--- config.mk ---
export PLATFORM = sky130hd
export DESIGN_NAME = rsdc_ctrl
export DESIGN_NICKNAME = d
export VERILOG_FILES = /design/src/rtl/rsdc_pkg.sv /design/src/rtl/rsdc_ctrl.sv
export SDC_FILE = /design/constraint.sdc
export NUM_CORES = 1
export LEC_CHECK = 0
export ABC_CLOCK_PERIOD_IN_PS = 3970
export BUFFER_PORTS_ARGS = -buffer_cell sky130_fd_sc_hd__buf_4
export CAP_MARGIN = 20
export CORE_MARGIN = 10
export CORE_UTILIZATION = 49
export DETAILED_ROUTE_END_ITERATION = 6
export GPL_TIMING_DRIVEN = 0
export PLACE_DENSITY = 0.95
export SYNTH_ARGS = -nofsm -noshare
export SYNTH_HDL_FRONTEND = slang
export SYNTH_SLANG_ARGS = --single-unit
--- constraint.sdc ---
create_clock -name pclk -period 3.97 [get_ports pclk]
set_input_delay 0.794 -clock pclk [delete_from_list [all_inputs] [get_ports pclk]]
set_output_delay 0.794 -clock pclk [all_outputs]
set_load 0.03 [all_outputs]
--- src/rtl/rsdc_pkg.sv ---
// Purpose: Constants and types for the reset, security and debug control block
// Assumes: APB slave with 32-bit data, 25 MHz pclk
// Notes:   Register offsets are byte addresses
package rsdc_pkg;

  // ==========================================================================
  // Timing
  localparam int unsigned CLK_PERIOD_NS  = 40;
  localparam int unsigned PIN_MIN_LOW_NS = 50;
  // Least time rounds up, never below one cycle
  localparam int unsigned PIN_MIN_LOW_CY_RAW = (PIN_MIN_LOW_NS + CLK_PERIOD_NS - 1) / CLK_PERIOD_NS;
  localparam int unsigned PIN_MIN_LOW_CY = (PIN_MIN_LOW_CY_RAW < 1) ? 1 : PIN_MIN_LOW_CY_RAW;
  localparam logic [3:0]  PIN_LOW_CNT    = 4'(PIN_MIN_LOW_CY);
  localparam logic [3:0]  RESET_STRETCH  = 4'h8;
  localparam logic [3:0]  OSC_START_CY   = 4'h4;

  // ==========================================================================
  // Register offsets
  localparam logic [7:0] OFF_CTRL   = 8'h00;
  localparam logic [7:0] OFF_STATUS = 8'h04;
  localparam logic [7:0] OFF_RSTSRC = 8'h08;
  localparam logic [7:0] OFF_INTCFG = 8'h0C;
  localparam logic [7:0] OFF_DBGCAP = 8'h10;

  // Control field positions
  localparam int CTRL_INT_LVL_LSB = 0;
  localparam int CTRL_RST_LVL_LSB = 2;
  localparam int CTRL_RST_EN_BIT  = 4;
  localparam int CTRL_INT_EN_BIT  = 5;

  localparam logic [5:0]  CTRL_RESET   = 6'h00;
  localparam logic [3:0]  DBG_BREAKPTS = 4'h4;
  localparam logic [3:0]  DBG_WATCHPTS = 4'h2;
  localparam logic [31:0] BOOT_ADDR    = 32'h0000_0000;

  // Protection patterns at the dedicated flash word
  localparam logic [31:0] PAT_NO_BOOT_SEL = 32'h4E69_7370;
  localparam logic [31:0] PAT_LEVEL_ONE   = 32'h1234_5678;
  localparam logic [31:0] PAT_LEVEL_TWO   = 32'h8765_4321;
  localparam logic [31:0] PAT_LEVEL_THREE = 32'h4321_8765;

  typedef enum logic [1:0]
  {
    RSDC_LVL_NONE  = 2'h0,
    RSDC_LVL_ONE   = 2'h1,
    RSDC_LVL_TWO   = 2'h2,
    RSDC_LVL_THREE = 2'h3
  } rsdc_level_t;

  // Gray along reset -> oscillator start -> run
  typedef enum logic [1:0]
  {
    RSDC_ST_RESET = 2'b00,
    RSDC_ST_START = 2'b01,
    RSDC_ST_RUN   = 2'b11
  } rsdc_state_t;

  typedef struct packed
  {
    logic       pin_n;
    logic       watchdog;
    logic       power_on;
    logic [1:0] brownout_level;
  } rsdc_src_t;

  typedef struct packed
  {
    logic       isp_full;
    logic       isp_partial;
    logic       isp_erase_all;
    logic       boot_select_honoured;
  } rsdc_prog_t;

  typedef struct packed
  {
    rsdc_state_t state;
    logic [3:0]  cnt;
    logic [3:0]  low_cnt;
    logic [5:0]  ctrl;
    logic [3:0]  cause;
    logic        bod_irq;
    logic        bod_irq_cpu;
    logic        isp_enter;
    logic        iap_grant;
    logic        chip_reset;
    logic        osc_start;
    logic        flash_init;
    logic        swd_enable;
    logic        scan_mode;
    rsdc_level_t level;
    logic        boot_sel_off;
    rsdc_prog_t  prog;
    logic [7:0]  gpio_edge;
    logic [31:0] prdata;
    logic        pready;
  } rsdc_state_reg_t;

endpackage : rsdc_pkg

--- src/rtl/rsdc_ctrl.sv ---
// Purpose: Reset combination, brownout handling, code protection and debug gating
// Assumes: All inputs synchronous to pclk; pattern word valid while pattern_valid
// Notes:   One APB slave, zero wait states
// ==========================================================================
//
// Our own choices: the address map and the APB interface to the registers.
`timescale 1ns/100ps
`default_nettype none

module rsdc_ctrl
(
  input  wire logic              pclk,
  input  wire logic              presetn,
  input  wire logic              psel,
  input  wire logic              penable,
  input  wire logic              pwrite,
  input  wire logic [7:0]        paddr,
  input  wire logic [31:0]       pwdata,
  output logic      [31:0]       prdata,
  output logic                   pready,
  output logic                   pslverr,
  input  wire rsdc_pkg::rsdc_src_t src,
  input  wire logic              supply_ok,
  input  wire logic [31:0]       protect_word,
  input  wire logic              pattern_valid,
  input  wire logic              boot_select_pin,
  input  wire logic              iap_request,
  output logic                   chip_reset,
  output logic                   osc_start,
  output logic                   flash_init,
  output logic                   bod_irq,
  output logic                   bod_irq_to_cpu,
  output logic                   swd_enable,
  output logic                   scan_mode,
  output logic                   isp_enter,
  output logic                   iap_grant,
  output var rsdc_pkg::rsdc_prog_t prog_allow,
  output logic      [7:0]        gpio_edge_sel,
  output logic      [31:0]       fetch_addr
);

  // ==========================================================================
  // Helpers
  function automatic rsdc_pkg::rsdc_level_t decode_level(input logic [31:0] w);
    rsdc_pkg::rsdc_level_t l;
    l = rsdc_pkg::RSDC_LVL_NONE;
    if (w == rsdc_pkg::PAT_LEVEL_ONE)
      l = rsdc_pkg::RSDC_LVL_ONE;
    else if (w == rsdc_pkg::PAT_LEVEL_TWO)
      l = rsdc_pkg::RSDC_LVL_TWO;
    else if (w == rsdc_pkg::PAT_LEVEL_THREE)
      l = rsdc_pkg::RSDC_LVL_THREE;
    return l;
  endfunction : decode_level

  // Supply below threshold when the detected level index drops below selection
  function automatic logic below(input logic [1:0] meas, input logic [1:0] sel);
    return meas < sel;
  endfunction : below

  rsdc_pkg::rsdc_state_reg_t r;
  rsdc_pkg::rsdc_state_reg_t next_r;

  logic        wr_en;
  logic        rd_en;
  logic        bod_rst;
  logic        pin_reset;
  logic        any_src;
  logic [31:0] rd_val;

  // ==========================================================================
  // Next state
  always_comb
  begin
    next_r = r;
    wr_en  = psel && penable && pwrite;
    rd_en  = psel && !penable && !pwrite;

    bod_rst = r.ctrl[rsdc_pkg::CTRL_RST_EN_BIT] &&
              below(src.brownout_level, r.ctrl[rsdc_pkg::CTRL_RST_LVL_LSB +: 2]);

    // Short glitches are filtered: pin must stay low the full count
    if (!src.pin_n)
      next_r.low_cnt = (r.low_cnt == rsdc_pkg::PIN_LOW_CNT) ? r.low_cnt : r.low_cnt + 4'h1;
    else
      next_r.low_cnt = 4'h0;
    pin_reset = (next_r.low_cnt == rsdc_pkg::PIN_LOW_CNT);

    any_src = pin_reset || src.watchdog || src.power_on || bod_rst;

    unique case (r.state)
      rsdc_pkg::RSDC_ST_RESET:
      begin
        if (any_src)
          next_r.cnt = rsdc_pkg::RESET_STRETCH;
        else if (r.cnt != 4'h0)
          next_r.cnt = r.cnt - 4'h1;
        else if (supply_ok)
        begin
          next_r.state = rsdc_pkg::RSDC_ST_START;
          next_r.cnt   = rsdc_pkg::OSC_START_CY;
        end
      end
      rsdc_pkg::RSDC_ST_START:
      begin
        if (any_src)
        begin
          next_r.state = rsdc_pkg::RSDC_ST_RESET;
          next_r.cnt   = rsdc_pkg::RESET_STRETCH;
        end
        else if (r.cnt != 4'h0)
          next_r.cnt = r.cnt - 4'h1;
        else
          next_r.state = rsdc_pkg::RSDC_ST_RUN;
      end
      rsdc_pkg::RSDC_ST_RUN:
      begin
        if (any_src)
        begin
          next_r.state = rsdc_pkg::RSDC_ST_RESET;
          next_r.cnt   = rsdc_pkg::RESET_STRETCH;
        end
      end
      // The unused code falls back into reset rather than hanging
      default:
        next_r.state = rsdc_pkg::RSDC_ST_RESET;
    endcase

    next_r.chip_reset = (next_r.state != rsdc_pkg::RSDC_ST_RUN);
    // Oscillator starts and flash reinitialises once supply is usable
    next_r.osc_start  = (next_r.state == rsdc_pkg::RSDC_ST_START);
    next_r.flash_init = next_r.chip_reset && supply_ok;

    if (any_src)
    begin
      next_r.cause = {bod_rst, src.power_on, src.watchdog, pin_reset};
      // Software registers return to initial values inside reset
      next_r.ctrl      = rsdc_pkg::CTRL_RESET;
      next_r.gpio_edge = 8'h00;
    end

    // Protection level latched from the flash word during reset only
    if (next_r.chip_reset && pattern_valid)
    begin
      next_r.level        = decode_level(protect_word);
      next_r.boot_sel_off = (protect_word == rsdc_pkg::PAT_NO_BOOT_SEL);
    end

    next_r.prog.isp_full             = (r.level == rsdc_pkg::RSDC_LVL_NONE);
    next_r.prog.isp_partial          = (r.level == rsdc_pkg::RSDC_LVL_ONE);
    next_r.prog.isp_erase_all        = (r.level == rsdc_pkg::RSDC_LVL_TWO);
    next_r.prog.boot_select_honoured = (r.level != rsdc_pkg::RSDC_LVL_THREE) && !r.boot_sel_off;

    // Debug only out of reset, pin high, and no protection
    next_r.swd_enable = !next_r.chip_reset && src.pin_n &&
                        (r.level == rsdc_pkg::RSDC_LVL_NONE);
    next_r.scan_mode  = !src.pin_n;

    next_r.bod_irq = below(src.brownout_level, r.ctrl[rsdc_pkg::CTRL_INT_LVL_LSB +: 2]);
    // Status sees the raw request; only the enabled copy goes on to the processor
    next_r.bod_irq_cpu = next_r.bod_irq && r.ctrl[rsdc_pkg::CTRL_INT_EN_BIT];

    // Registered so that every output except pslverr and fetch_addr leaves a flip-flop
    next_r.isp_enter = r.prog.boot_select_honoured && next_r.chip_reset && boot_select_pin;
    next_r.iap_grant = iap_request && !next_r.chip_reset;

    if (wr_en && !any_src)
    begin
      if (paddr == rsdc_pkg::OFF_CTRL)
        next_r.ctrl = pwdata[5:0];
      else if (paddr == rsdc_pkg::OFF_INTCFG)
        next_r.gpio_edge = pwdata[7:0];
    end

    unique case (paddr)
      rsdc_pkg::OFF_CTRL:   rd_val = {26'h0, r.ctrl};
      rsdc_pkg::OFF_STATUS: rd_val = {25'h0, r.boot_sel_off, r.level, r.swd_enable,
                                      r.scan_mode, r.chip_reset, r.bod_irq};
      rsdc_pkg::OFF_RSTSRC: rd_val = {28'h0, r.cause};
      rsdc_pkg::OFF_INTCFG: rd_val = {24'h0, r.gpio_edge};
      rsdc_pkg::OFF_DBGCAP: rd_val = {24'h0, rsdc_pkg::DBG_WATCHPTS, rsdc_pkg::DBG_BREAKPTS};
      default:              rd_val = 32'h0;
    endcase
    if (rd_en)
      next_r.prdata = rd_val;
    next_r.pready = 1'b1;
  end

  // ==========================================================================
  // State register
  always_ff @(posedge pclk or negedge presetn)
  begin
    if (!presetn)
    begin
      r              <= '0;
      r.state        <= rsdc_pkg::RSDC_ST_RESET;
      r.cnt          <= rsdc_pkg::RESET_STRETCH;
      r.chip_reset   <= 1'b1;
      r.level        <= rsdc_pkg::RSDC_LVL_NONE;
    end
    else
      r <= next_r;
  end

  // ==========================================================================
  // Outputs, all straight from flip-flops except the constant pslverr and fetch_addr
  assign prdata         = r.prdata;
  assign pready         = r.pready;
  assign pslverr        = 1'b0;
  assign chip_reset     = r.chip_reset;
  assign osc_start      = r.osc_start;
  assign flash_init     = r.flash_init;
  assign bod_irq        = r.bod_irq;
  // Controller enable lives in the interrupt controller; here it is the ctrl bit
  assign bod_irq_to_cpu = r.bod_irq_cpu;
  assign swd_enable     = r.swd_enable;
  assign scan_mode      = r.scan_mode;
  // Boot-select entry sampled only while honoured
  assign isp_enter      = r.isp_enter;
  assign iap_grant      = r.iap_grant;
  assign prog_allow     = r.prog;
  assign gpio_edge_sel  = r.gpio_edge;
  assign fetch_addr     = rsdc_pkg::BOOT_ADDR;

  // ==========================================================================
  // Checks
  swd_in_reset_a: assert property (@(posedge pclk) disable iff (!presetn)
    r.chip_reset |-> !r.swd_enable) else $error("debug enabled in reset");
  swd_prot_a: assert property (@(posedge pclk) disable iff (!presetn)
    (r.level != rsdc_pkg::RSDC_LVL_NONE) |=> !r.swd_enable) else $error("debug with protection");
  pin_reset_a: assert property (@(posedge pclk) disable iff (!presetn)
    (!src.pin_n)[*2] |=> r.state == rsdc_pkg::RSDC_ST_RESET) else $error("pin low not reset");
  wdog_reset_a: assert property (@(posedge pclk) disable iff (!presetn)
    src.watchdog |=> r.chip_reset) else $error("watchdog not reset");
  osc_start_a: assert property (@(posedge pclk) disable iff (!presetn)
    $rose(r.osc_start) |-> r.chip_reset) else $error("oscillator start outside reset");
  scan_sel_a: assert property (@(posedge pclk) disable iff (!presetn)
    !src.pin_n |=> r.scan_mode && !r.swd_enable) else $error("scan select wrong");
  lvl3_boot_a: assert property (@(posedge pclk) disable iff (!presetn)
    (r.level == rsdc_pkg::RSDC_LVL_THREE) |=> !r.prog.boot_select_honoured) else $error("boot pin honoured");
  bod_irq_a: assert property (@(posedge pclk) disable iff (!presetn)
    (r.ctrl[rsdc_pkg::CTRL_INT_EN_BIT] && below(src.brownout_level, r.ctrl[1:0]) && !src.power_on
     && !src.watchdog && src.pin_n && !r.ctrl[rsdc_pkg::CTRL_RST_EN_BIT]) |=> r.bod_irq)
    else $error("brownout interrupt missing");
  release_a: assert property (@(posedge pclk) disable iff (!presetn)
    $fell(r.chip_reset) |-> r.ctrl == rsdc_pkg::CTRL_RESET) else $error("release with stale ctrl");

  // ==========================================================================
  // Reset sequencing checks

  run_no_reset_a: assert property (@(posedge pclk) disable iff (!presetn)
    (r.state == rsdc_pkg::RSDC_ST_RUN) |-> !r.chip_reset) else $error("reset flag high in run");

  held_reset_a: assert property (@(posedge pclk) disable iff (!presetn)
    (r.state != rsdc_pkg::RSDC_ST_RUN) |-> r.chip_reset) else $error("reset flag low outside run");

  run_exit_a: assert property (@(posedge pclk) disable iff (!presetn)
    (r.state == rsdc_pkg::RSDC_ST_RUN && any_src) |=> r.state == rsdc_pkg::RSDC_ST_RESET)
    else $error("source did not stop run");

  osc_phase_a: assert property (@(posedge pclk) disable iff (!presetn)
    r.osc_start |-> r.state == rsdc_pkg::RSDC_ST_START) else $error("oscillator start out of phase");

  flash_reinit_a: assert property (@(posedge pclk) disable iff (!presetn)
    r.flash_init |-> r.chip_reset) else $error("flash init outside reset");

  no_supply_a: assert property (@(posedge pclk) disable iff (!presetn)
    !supply_ok |=> !r.flash_init) else $error("flash init without supply");

  supply_wait_a: assert property (@(posedge pclk) disable iff (!presetn)
    (r.state == rsdc_pkg::RSDC_ST_RESET && !supply_ok) |=> r.state == rsdc_pkg::RSDC_ST_RESET)
    else $error("left reset without supply");

  por_reset_a: assert property (@(posedge pclk) disable iff (!presetn)
    src.power_on |=> r.chip_reset && r.state == rsdc_pkg::RSDC_ST_RESET)
    else $error("power-on not reset");

  bod_forced_a: assert property (@(posedge pclk) disable iff (!presetn)
    (r.ctrl[rsdc_pkg::CTRL_RST_EN_BIT] && below(src.brownout_level, r.ctrl[3:2])) |=> r.chip_reset)
    else $error("brownout reset missing");

  // ==========================================================================
  // Reset cause and initial value checks

  pin_cause_a: assert property (@(posedge pclk) disable iff (!presetn)
    (!src.pin_n)[*2] |=> r.cause[0]) else $error("pin cause missing");

  wdog_cause_a: assert property (@(posedge pclk) disable iff (!presetn)
    src.watchdog |=> r.cause[1]) else $error("watchdog cause missing");

  por_cause_a: assert property (@(posedge pclk) disable iff (!presetn)
    src.power_on |=> r.cause[2]) else $error("power-on cause missing");

  bod_cause_a: assert property (@(posedge pclk) disable iff (!presetn)
    bod_rst |=> r.cause[3]) else $error("brownout cause missing");

  ctrl_clear_a: assert property (@(posedge pclk) disable iff (!presetn)
    any_src |=> r.ctrl == rsdc_pkg::CTRL_RESET) else $error("ctrl kept through reset");

  edge_clear_a: assert property (@(posedge pclk) disable iff (!presetn)
    any_src |=> r.gpio_edge == 8'h00) else $error("edge select kept through reset");

  // ==========================================================================
  // Brownout interrupt checks

  irq_low_a: assert property (@(posedge pclk) disable iff (!presetn)
    !below(src.brownout_level, r.ctrl[1:0]) |=> !r.bod_irq) else $error("brownout request spurious");

  cpu_gate_a: assert property (@(posedge pclk) disable iff (!presetn)
    !r.ctrl[rsdc_pkg::CTRL_INT_EN_BIT] |=> !r.bod_irq_cpu) else $error("disabled request reached cpu");

  cpu_needs_irq_a: assert property (@(posedge pclk) disable iff (!presetn)
    r.bod_irq_cpu |-> r.bod_irq) else $error("cpu request without source");

  // ==========================================================================
  // Protection and debug checks

  level_hold_a: assert property (@(posedge pclk) disable iff (!presetn)
    (!r.chip_reset ##1 !r.chip_reset) |-> $stable(r.level)) else $error("level changed in run");

  lvl1_prog_a: assert property (@(posedge pclk) disable iff (!presetn)
    (r.level == rsdc_pkg::RSDC_LVL_ONE) |=> r.prog.isp_partial && !r.prog.isp_full && !r.prog.isp_erase_all)
    else $error("level one command set wrong");

  lvl2_prog_a: assert property (@(posedge pclk) disable iff (!presetn)
    (r.level == rsdc_pkg::RSDC_LVL_TWO) |=> r.prog.isp_erase_all && !r.prog.isp_full && !r.prog.isp_partial)
    else $error("level two command set wrong");

  lvl3_prog_a: assert property (@(posedge pclk) disable iff (!presetn)
    (r.level == rsdc_pkg::RSDC_LVL_THREE) |=> !r.prog.isp_full && !r.prog.isp_partial && !r.prog.isp_erase_all)
    else $error("level three allows programming");

  no_boot_sel_a: assert property (@(posedge pclk) disable iff (!presetn)
    r.boot_sel_off |=> !r.prog.boot_select_honoured) else $error("disabled boot pin honoured");

  isp_block_a: assert property (@(posedge pclk) disable iff (!presetn)
    !r.prog.boot_select_honoured |=> !r.isp_enter) else $error("boot pin entered programming");

  iap_grant_a: assert property (@(posedge pclk) disable iff (!presetn)
    r.iap_grant |-> !r.chip_reset) else $error("application programming in reset");

  wdog_swd_a: assert property (@(posedge pclk) disable iff (!presetn)
    src.watchdog |=> !r.swd_enable) else $error("debug on during watchdog reset");

  scan_high_a: assert property (@(posedge pclk) disable iff (!presetn)
    src.pin_n |=> !r.scan_mode) else $error("scan with pin high");

  dbgcap_a: assert property (@(posedge pclk) disable iff (!presetn)
    (rd_en && paddr == rsdc_pkg::OFF_DBGCAP) |=>
    r.prdata == {24'h0, rsdc_pkg::DBG_WATCHPTS, rsdc_pkg::DBG_BREAKPTS})
    else $error("debug capability wrong");

endmodule : rsdc_ctrl

`default_nettype wire

==> results of run 1 <==
-- cells by family (layout without fill, tap and decap cells) --
| logic type | after synthesis | count (layout) | share of synthesized area [%] |
|---|---|---|---|
| AOI/OAI and AO/OA | 39 | 39 | 7.886 |
| xor gates and xnor gates | 2 | 2 | 0.5413 |
| adders and majority gates | 6 | 6 | 2.319 |
| buffers and inverters | 93 | 191 | 19.75 |
| DFF | 53 | 53 | 41.05 |
| muxes | 25 | 25 | 9.006 |
| other | 2 | 58 | 0.2320 |
| and+or+nand+nor | 109 | 109 | 19.21 |
-- through the flow --
stage,std cells,cell area [µm²],worst slack (ps),hold WS (ps),util [%]
3_3_place_gp,552,4219,1371,460.0,66.07
4_1_cts,560,4313,1621,494.1,67.54
3_5_place_dp,552,4219,1316,472.7,66.07
5_1_grt,560,4313,1406,518.4,67.54
2_1_floorplan,385,3447,1760,416.5,-
6_report,560,4313,1618,487.3,67.54
-- layout make-up --
type	instances	share of cell area, %
multi-input cells	239	34.29
plain buffers	83	13.95
repair buffers	90	15.67
well taps	77	2.234
inverters	10	0.8703
flip-flops and latches	53	30.81
clock inverters	3	0.5802
clock buffers	5	1.596
-- registers in the layout, indices dropped and copies added (netlist names) --
register,flops
r,23
gpio_edge_sel,8
prdata,8
prog_allow,4
bod_irq,1
bod_irq_to_cpu,1
chip_reset,1
flash_init,1
iap_grant,1
isp_enter,1
osc_start,1
pready,1
scan_mode,1
swd_enable,1
-- per-layer routing --
| metal | track usage (%) | vias to the layer above | routed length, µm |
|---|---|---|---|
| met5 | 0 | - | 0 |
| met4 | 4.930 | 0 | 170 |
| met3 | 5.990 | 17 | 769 |
| met2 | 28.96 | 105 | 4483 |
| met1 | 15.73 | 1245 | 3141 |
| li1 | - | 1310 | - |
-- power breakdown --
part	leakage, nW	total [mW]	switching [mW]	internal (mW)
Sequential	0.703	0.600	0.0293	0.571
Combinational	1.58	0.362	0.209	0.153
Clock	0.0447	0.318	0.191	0.128
-- worst max-delay path, stage by stage (launching register included) --
cell	delay (ps)
dfrtp_1	430
inv_1	110
ha_1	220
nor2b_1	140
nor4_1	220
o211ai_2	230
nand2_1	360
clkbuf_1	410
nor2_1	110
-- final timing paths --
kind	endpoint	slack [ps]	start
max in group asynchronous	r[47]$_DFFE_PN0P_	3010	presetn
setup reg to reg	gpio_edge_sel[2]$_DFF_PN0_	1620	r[67]$_DFF_PN0_
min in group pclk	prdata[3]$_DFFE_PN0P_	500	prdata[3]$_DFFE_PN0P_
hold / removal	pready$_DFF_PN0_	490	presetn
setup / recovery	gpio_edge_sel[2]$_DFF_PN0_	1620	r[67]$_DFF_PN0_
hold reg to reg	prdata[3]$_DFFE_PN0P_	500	prdata[3]$_DFFE_PN0P_
-- Yosys cell counts (2+ instances only) --
cell type / count
nor4bb_1: 4
nand3_1: 7
clkbuf_1: 5
and2_1: 4
conb_1: 2
nand2b_1: 5
and3_1: 4
mux2_2: 3
nor4_1: 3
nor2b_1: 5
nand2_1: 20
o31ai_1: 2
o31a_1: 2
a21oi_1: 7
inv_1: 10
nor2_1: 27
mux4_2: 3
o21a_1: 2
nand4_1: 7
o21ai_0: 13
a21o_1: 3
dfstp_2: 2
buf_4: 77
ha_1: 6
nor4b_1: 3
dfrtp_1: 51
nor3_1: 7
mux2i_1: 19
==> impl_metrics.toml, run 1 <==
[cts]
htreeDepth = 2
cts_made_buffers = 5
clk_pin_slew_ps = 110
cts_tree = "done"
cts_root_buf = "clkbuf_8"
cts_buffer_depth = 2
cts.sinks = 53
cts.repair.resized = 0
clk_latency_ps = 330
post-cts-setup-buffers = 0
hold_buffers = 0

[routing]
vias_per_cell = 4.780
drcViolationCount = 0
wl_per_cell_um = 15.30
drtIter0Drc = 100
dr.pass1.iters = 4
antenna_left = 0
drt_wl_total_mm = 8.566
vias = 2677

[timing]
clock_skew_ps = 17.59
fin_crit_sh_pct = 59.25
min_period_ps = 2352
tightestPinTransition_ps = 673.5
timing.setup.tns_ps = 0
rsz0062_at_grt = "false"
slew_violations = 0
max_clock_freq_mhz = 425.1
final_hold_viol_count = 0
slew_headroom_pct = 55.10
setup_violations = 0

[synthesis]
ys_ff_latch = 53
synthArstFlopShare_pct = 100.0
syn_area_um2 = 3237
ys_dominant_reg_cell = "dfrtp_1"
synth_edf_count = 0
ys_seq_area_share_pct = 41.05
yosysUniqueCellTypes = 54
synth-warning-count = 0
yosysTopAreaCellShare_pct = 39.43
postSynthAreaPerCell_um2 = 9.838
synthCells = 329
synth_area_leaders = "dfrtp_1 (39%), buf_4 (18%), mux2i_1 (5.9%), nor2_1 (3.1%), ha_1 (2.3%)"
synth_area_leader_cell = "dfrtp_1"

[floorplanning]
die-area_um2 = 10260
core_um2 = 6386
initial_core_util_pct = 50.69
fp.dieH_um = 101.3
io_pins = 173
die_x_um = 101.3
row_count = 29

[global_route]
grt_max_degree = 54
overflow = 0
grt_pass1_wl_mm = 13.10
antenna_found_initial = 0
grt.total_usage_pct = 15.65
grt_pass1_vias = 2819

[run]
maxCapViolations = 0

[power_and_ir_drop]
vdd.ir_drop.worst_mv = 0.2065
p_per_area_nw_per_um2 = 296.8
leakage_nw = 2.323
power_mw = 1.280

[status]
status = "completed"

[finish]
final_cell_mix = "buf_4 (167), conb_1 (58), dfrtp_1 (51), nor2_1 (27), nand2_1 (20)"
finalNetCount = 574
multi_input_area_um2 = 1479
drive_above_1_share_pct = 40.17
mostFrequentLayoutCell = "buf_4"
diodes = 0
area_delta_synth_final_pct = 33.24
fill_cells = 515
regArea_um2 = 1329

[placement]
portBuffers = 90
place_hpwl_mm = 7.170
gp_congestion = 0.8249

[critical_path]
required_ps = 4160
worstPathMaxFanout = 10
crit_type = "flip-flop to flip-flop"
cp_data_arrival_time_ps = 2540
ff2ff_path_depth = 8
end_kind = "flip-flop"
start_kind = "flip-flop"

[worst_hold_path]
hold_class = "primary input to async pin"
No activity file was read; power rests on OpenSTA's default activity.
==> run 2, diff against run 1 <==
--- a/config.mk
+++ b/config.mk
@@ -5,14 +5,15 @@
 export SDC_FILE = /design/constraint.sdc
 export NUM_CORES = 1
 export LEC_CHECK = 0
-export ABC_CLOCK_PERIOD_IN_PS = 3970
+export ABC_AREA = 1
+export ABC_CLOCK_PERIOD_IN_PS = 2050
 export BUFFER_PORTS_ARGS = -buffer_cell sky130_fd_sc_hd__buf_4
 export CAP_MARGIN = 20
 export CORE_MARGIN = 10
-export CORE_UTILIZATION = 49
+export CORE_UTILIZATION = 43
 export DETAILED_ROUTE_END_ITERATION = 6
 export GPL_TIMING_DRIVEN = 0
-export PLACE_DENSITY = 0.95
+export PLACE_DENSITY = 0.88
 export SYNTH_ARGS = -nofsm -noshare
 export SYNTH_HDL_FRONTEND = slang
 export SYNTH_SLANG_ARGS = --single-unit
==> constraint.sdc (replaced) <==
create_clock -name pclk -period 2.05 [get_ports pclk]
set_input_delay 0.41 -clock pclk [delete_from_list [all_inputs] [get_ports pclk]]
set_output_delay 0.41 -clock pclk [all_outputs]
set_load 0.03 [all_outputs]
==> run 2 against run 1 <==
Compared with the run above: first-iteration DRC count grew to 2.6 times the previous value; core utilization shrank 9.7 points; clock-buffer cell count grew 2; sequential cell count is the same; worst setup slack lost 1400 ps.
==> impl_metrics.toml, run 2 <==
[cts]
clk_pin_slew_ps = 100
hold_buffers = 0
post-cts-setup-buffers = 0
cts.sinks = 53
cts.repair.resized = 0
cts_tree = "done"
htreeDepth = 2
clk_latency_ps = 310
cts_root_buf = "clkbuf_8"
cts_made_buffers = 5
cts_buffer_depth = 2

[global_route]
grt_max_degree = 54
antenna_found_initial = 0
grt_pass1_vias = 3498
grt.total_usage_pct = 14.69
grt_pass1_wl_mm = 15.96
overflow = 0

[timing]
fin_crit_sh_pct = 88.57
final_hold_viol_count = 0
slew_violations = 0
timing.setup.tns_ps = 0
rsz0062_at_grt = "false"
max_clock_freq_mhz = 550.7
tightestPinTransition_ps = 665.8
clock_skew_ps = 9.387
min_period_ps = 1816
setup_violations = 0
slew_headroom_pct = 55.62

[routing]
drcViolationCount = 0
antenna_left = 0
dr.pass1.iters = 5
drt_wl_total_mm = 9.847
vias = 3455
vias_per_cell = 4.663
wl_per_cell_um = 13.29
drtIter0Drc = 256

[floorplanning]
row_count = 33
io_pins = 173
core_um2 = 8258
die_x_um = 112.2
fp.dieH_um = 112.2
die-area_um2 = 12590
initial_core_util_pct = 44.29

[finish]
instances_no_fill = 741
regMostFlops = "r"
final_core_util_pct = 57.86
diodes = 0
mostFrequentLayoutCell = "buf_4"
fill_cells = 727
finalNetCount = 727
final_cell_mix = "buf_4 (171), nand2_1 (107), conb_1 (58), nor2_1 (51), dfrtp_1 (51)"
area_delta_synth_final_pct = 30.65
largest_reg_flops = 23
drive_above_1_share_pct = 33.49

[critical_path]
start_kind = "flip-flop"
cp_data_arrival_time_ps = 2010
r2r_start = "r[67]$_DFF_PN0_"
startpoint = "r[67]$_DFF_PN0_"
end_kind = "flip-flop"
worstPathMaxFanout = 10
crit_type = "flip-flop to flip-flop"
required_ps = 2250

[synthesis]
yosysUniqueCellTypes = 34
synth-warning-count = 0
synth_area_leaders = "dfrtp_1 (35%), buf_4 (16%), nand2_1 (11%), nand3_1 (5.6%), nor2_1 (5.3%)"
synth_edf_count = 0
synthCells = 481
synthArstFlopShare_pct = 100.0
syn_area_um2 = 3657
postSynthAreaPerCell_um2 = 7.603
ys_ff_latch = 53
yosysTopAreaCellShare_pct = 34.90
ys_seq_area_share_pct = 36.33
synth_area_leader_cell = "dfrtp_1"
ys_top_cells_by_count = "nand2_1 (107), buf_4 (80), nor2_1 (52), dfrtp_1 (51), inv_1 (50)"
ys_dominant_reg_cell = "dfrtp_1"
synth_most_common_cell = "nand2_1"

[power_and_ir_drop]
leakage_nw = 2.738
vdd.ir_drop.worst_mv = 0.3116
p_per_area_nw_per_um2 = 507.9

[placement]
place_hpwl_mm = 8.147
portBuffers = 91
gp_congestion = 0.9066
dp_cells = 733

[status]
status = "completed"

[worst_hold_path]
hold_class = "primary input to async pin"

[run]
maxCapViolations = 0
-- run 2: worst paths after layout --
check                                              to  slack (ps)  depth (start not counted)
min in group pclk                   r[58]$_DFFE_PN0P_         290                          3
hold reg to reg                     r[60]$_DFFE_PN0P_         490                          2
max in group asynchronous         iap_grant$_DFF_PN0_        1470                          1
hold / removal             gpio_edge_sel[0]$_DFF_PN0_         140                          1
setup / recovery                      r[65]$_DFF_PN0_         230                          9
setup reg to reg                      r[65]$_DFF_PN0_         230                          9
-- run 2: cells by family after synthesis --
logic type	count (synthesis)	share of synthesized area, %
other	2	0.2053
DFF	53	36.33
buffers and inverters	137	22.78
adders and majority gates	6	2.053
xor gates and xnor gates	2	0.4790
AOI/OAI and AO/OA	26	5.235
and+or+nand+nor	255	32.91
-- run 2: critical path, stage by stage, from the launching register on --
cell	delay (ps)
dfrtp_1	430
inv_1	80
ha_1	310
nor2_2	210
nand2_4	90
o21ai_4	220
nor2_4	90
buf_8	160
nand3_1	70
nand2_1	50
-- run 2: metal layers --
metal,share of wire [%],track usage (%),vias to the layer above
li1,-,-,1709
met1,38,16.13,1536
met2,49,25.11,185
met3,10,5.431,25
met4,3.0,5.922,0
met5,0,0,-
-- run 2: area by class of cell --
type / instances / area (µm²) / share of cell area, %
multi-input combinational: 347 / 1708 / 35.74
sequential: 53 / 1329 / 27.81
timing repair buffer: 91 / 683.2 / 14.30
buffer: 83 / 630.6 / 13.20
inverter: 54 / 202.7 / 4.242
tap: 105 / 131.4 / 2.749
clock buffer: 7 / 86.33 / 1.807
clock inverter: 1 / 7.507 / 0.1571
-- run 2: per-stage QoR --
step                area [µm²]  power (mW)  worst slack (ps)  hold WS [ps]
floorplan                 3867       1.611             408.0         114.4
global placement          4682       1.786             222.7         453.5
detailed placement        4682       1.815             156.7         463.7
CTS                       4776       2.427             145.3         148.6
global route              4778       2.558             46.34         175.0
finish                    4778       2.427             234.3         136.9
-- run 2: power breakdown --
| group | total, mW | switching (mW) | internal [mW] |
|---|---|---|---|
| registers | 1.13 | 0.0371 | 1.09 |
| clock network | 0.616 | 0.341 | 0.275 |
| logic | 0.685 | 0.422 | 0.264 |
| total | 2.43 | 0.800 | 1.63 |
==> run 3, diff against run 2 <==
--- a/config.mk
+++ b/config.mk
@@ -9,11 +9,13 @@
 export ABC_CLOCK_PERIOD_IN_PS = 2050
 export BUFFER_PORTS_ARGS = -buffer_cell sky130_fd_sc_hd__buf_4
 export CAP_MARGIN = 20
-export CORE_MARGIN = 10
+export CORE_MARGIN = 1.5
 export CORE_UTILIZATION = 43
 export DETAILED_ROUTE_END_ITERATION = 6
 export GPL_TIMING_DRIVEN = 0
+export MAX_ROUTING_LAYER = met4
 export PLACE_DENSITY = 0.88
+export SETUP_SLACK_MARGIN = 0.3
 export SYNTH_ARGS = -nofsm -noshare
 export SYNTH_HDL_FRONTEND = slang
 export SYNTH_SLANG_ARGS = --single-unit
==> run 3 against run 2 <==
Compared with the run above: global-route usage is 5.3 points higher; clock-buffer cell count stayed put; final cell count is 1.6% higher; sequential share of layout area is 1.2 points lower; hold slack worse by 17 ps; non-clock buffer count is 12 higher; die area is 28% lower; critical path type unchanged.
==> impl_metrics.toml, run 3 (synthesized netlist as in run 2, its figures left out) <==
[floorplanning]
die-area_um2 = 9068
die_x_um = 95.23
row_count = 33
initial_core_util_pct = 44.51
core_um2 = 8217
fp.dieH_um = 95.23
io_pins = 173

[timing]
rsz0062_at_grt = "true"
max_clock_freq_mhz = 571.4
fin_crit_sh_pct = 85.37
tightestPinTransition_ps = 651.9
min_period_ps = 1750
worst_slack_ps = 299.9
clock_skew_ps = 7.775
final_hold_viol_count = 0
holdWs_ps = 120.1
timing.setup.tns_ps = 0
slew_violations = 0
slew_headroom_pct = 56.54
setup_violations = 0

[finish]
diodes = 0
mostFrequentLayoutCell = "buf_4"
final_cell_mix = "buf_4 (177), nand2_1 (104), conb_1 (58), nor2_1 (51), dfrtp_1 (49)"
largest_reg_flops = 23
finalNetCount = 739
area_delta_synth_final_pct = 36.91
final_core_util_pct = 60.94
instances_no_fill = 753
drive_above_1_share_pct = 36.88
regMostFlops = "r"

[placement]
dp_cells = 733
place_hpwl_mm = 7.076
portBuffers = 91
gp_congestion = 0.8991
dpl_worst_slack_ps = 159.7

[power_and_ir_drop]
vdd.ir_drop.worst_mv = 0.2778
p_per_area_nw_per_um2 = 509.7
leakage_nw = 2.821

[critical_path]
slowest_delay_ps = 460
worstPathMaxFanout = 5
r2r_slack_ps = 300
cp_data_arrival_time_ps = 2000
crit_chain = "inv_2, ha_4, nand2_4, nand2_4, nand3_4, nand2_4, o21ai_4, nor2_4, clkbuf_16, nand3_1, nand2_1"
required_ps = 2300
start_kind = "flip-flop"
critical_path.slowest_cell = "dfrtp_2"
crit_type = "flip-flop to flip-flop"
critical_path.most_common_cell = "nand2_4"
end_kind = "flip-flop"

[routing]
antenna_left = 0
wl_per_cell_um = 12.21
drtIter0Drc = 168
vias = 3516
drt_wl_total_mm = 9.192
dr.pass1.iters = 4
drcViolationCount = 0
vias_per_cell = 4.669

[cts]
cts.sinks = 53
cts_root_buf = "clkbuf_8"
htreeDepth = 2
clk_pin_slew_ps = 90
cts_buffer_depth = 2
clk_latency_ps = 300
cts_made_buffers = 5
cts_tree = "done"
hold_buffers = 0

[status]
status = "completed"

[global_route]
overflow = 0
grt.total_usage_pct = 20.02
antenna_found_initial = 0
grt_pass1_vias = 3200
grt_max_degree = 54
grt_pass1_wl_mm = 13.92

[run]
maxCapViolations = 0

[worst_hold_path]
hold_class = "primary input to async pin"
## run 3: cell types whose count changed in the layout (fill, tap and decap cells not counted), sizes merged
cell / delta
buf: +11
clkbuf: +1
clkinv: +1
clkinvlp: -1
## run 3: timing repair
item | CTS | global route
gates cloned | 0 | 2
buffers inserted | 4 | 6
hold endpoints to repair | 0 | 0
endpoints found under the setup margin | 24 | 24
gates resized for setup | 2 | 26
pin swaps | 1 | 13
## run 3: metrics by stage
stage / area, µm² / total power [mW]
CTS: 4821 / 2.463
global placement: 4682 / 1.788
floorplan: 3867 / 1.611
global route: 5007 / 2.676
detailed placement: 4682 / 1.817
finish: 5007 / 2.552
## run 3: critical path, delay by kind of cell, from the launching register on
family | cells | cell delay (ps)
and+or+nand+nor | 7 | 730
DFF | 1 | 460
buffers and inverters | 2 | 290
adders and majority gates | 1 | 150
AOI/OAI and AO/OA | 1 | 80
## run 3: area by class of cell
type / count / area, µm²
Inverter: 54 / 202.7
Clock inverter: 1 / 5.005
Multi-Input combinational cell: 347 / 1807
Buffer: 83 / 638.1
Timing Repair Buffer: 103 / 795.8
Clock buffer: 7 / 96.34
Sequential cell: 53 / 1331
Tap cell: 105 / 131.4
Fill cell: 691 / 3209
## run 3: metal layers
metal	global-route usage, %	wire, µm
met5	-	0
met4	6.468	233
met3	4.147	673
met2	34.16	4617
met1	23.46	3667
## run 3: worst paths after layout
path,from,endpoint,cells after the start
max,r[67]$_DFF_PN0_,gpio_edge_sel[2]$_DFF_PN0_,11
min,presetn,gpio_edge_sel[6]$_DFF_PN0_,1
max reg2reg,r[67]$_DFF_PN0_,gpio_edge_sel[2]$_DFF_PN0_,11
min reg2reg,r[60]$_DFFE_PN0P_,r[60]$_DFFE_PN0P_,2
max in group asynchronous,presetn,r[67]$_DFF_PN0_,1
min in group pclk,supply_ok,flash_init$_DFF_PN0_,3
## run 3: report_power, final
group          internal [mW]  switching, mW
registers               1.09         0.0478
clock network          0.306          0.330
logic                  0.319          0.460
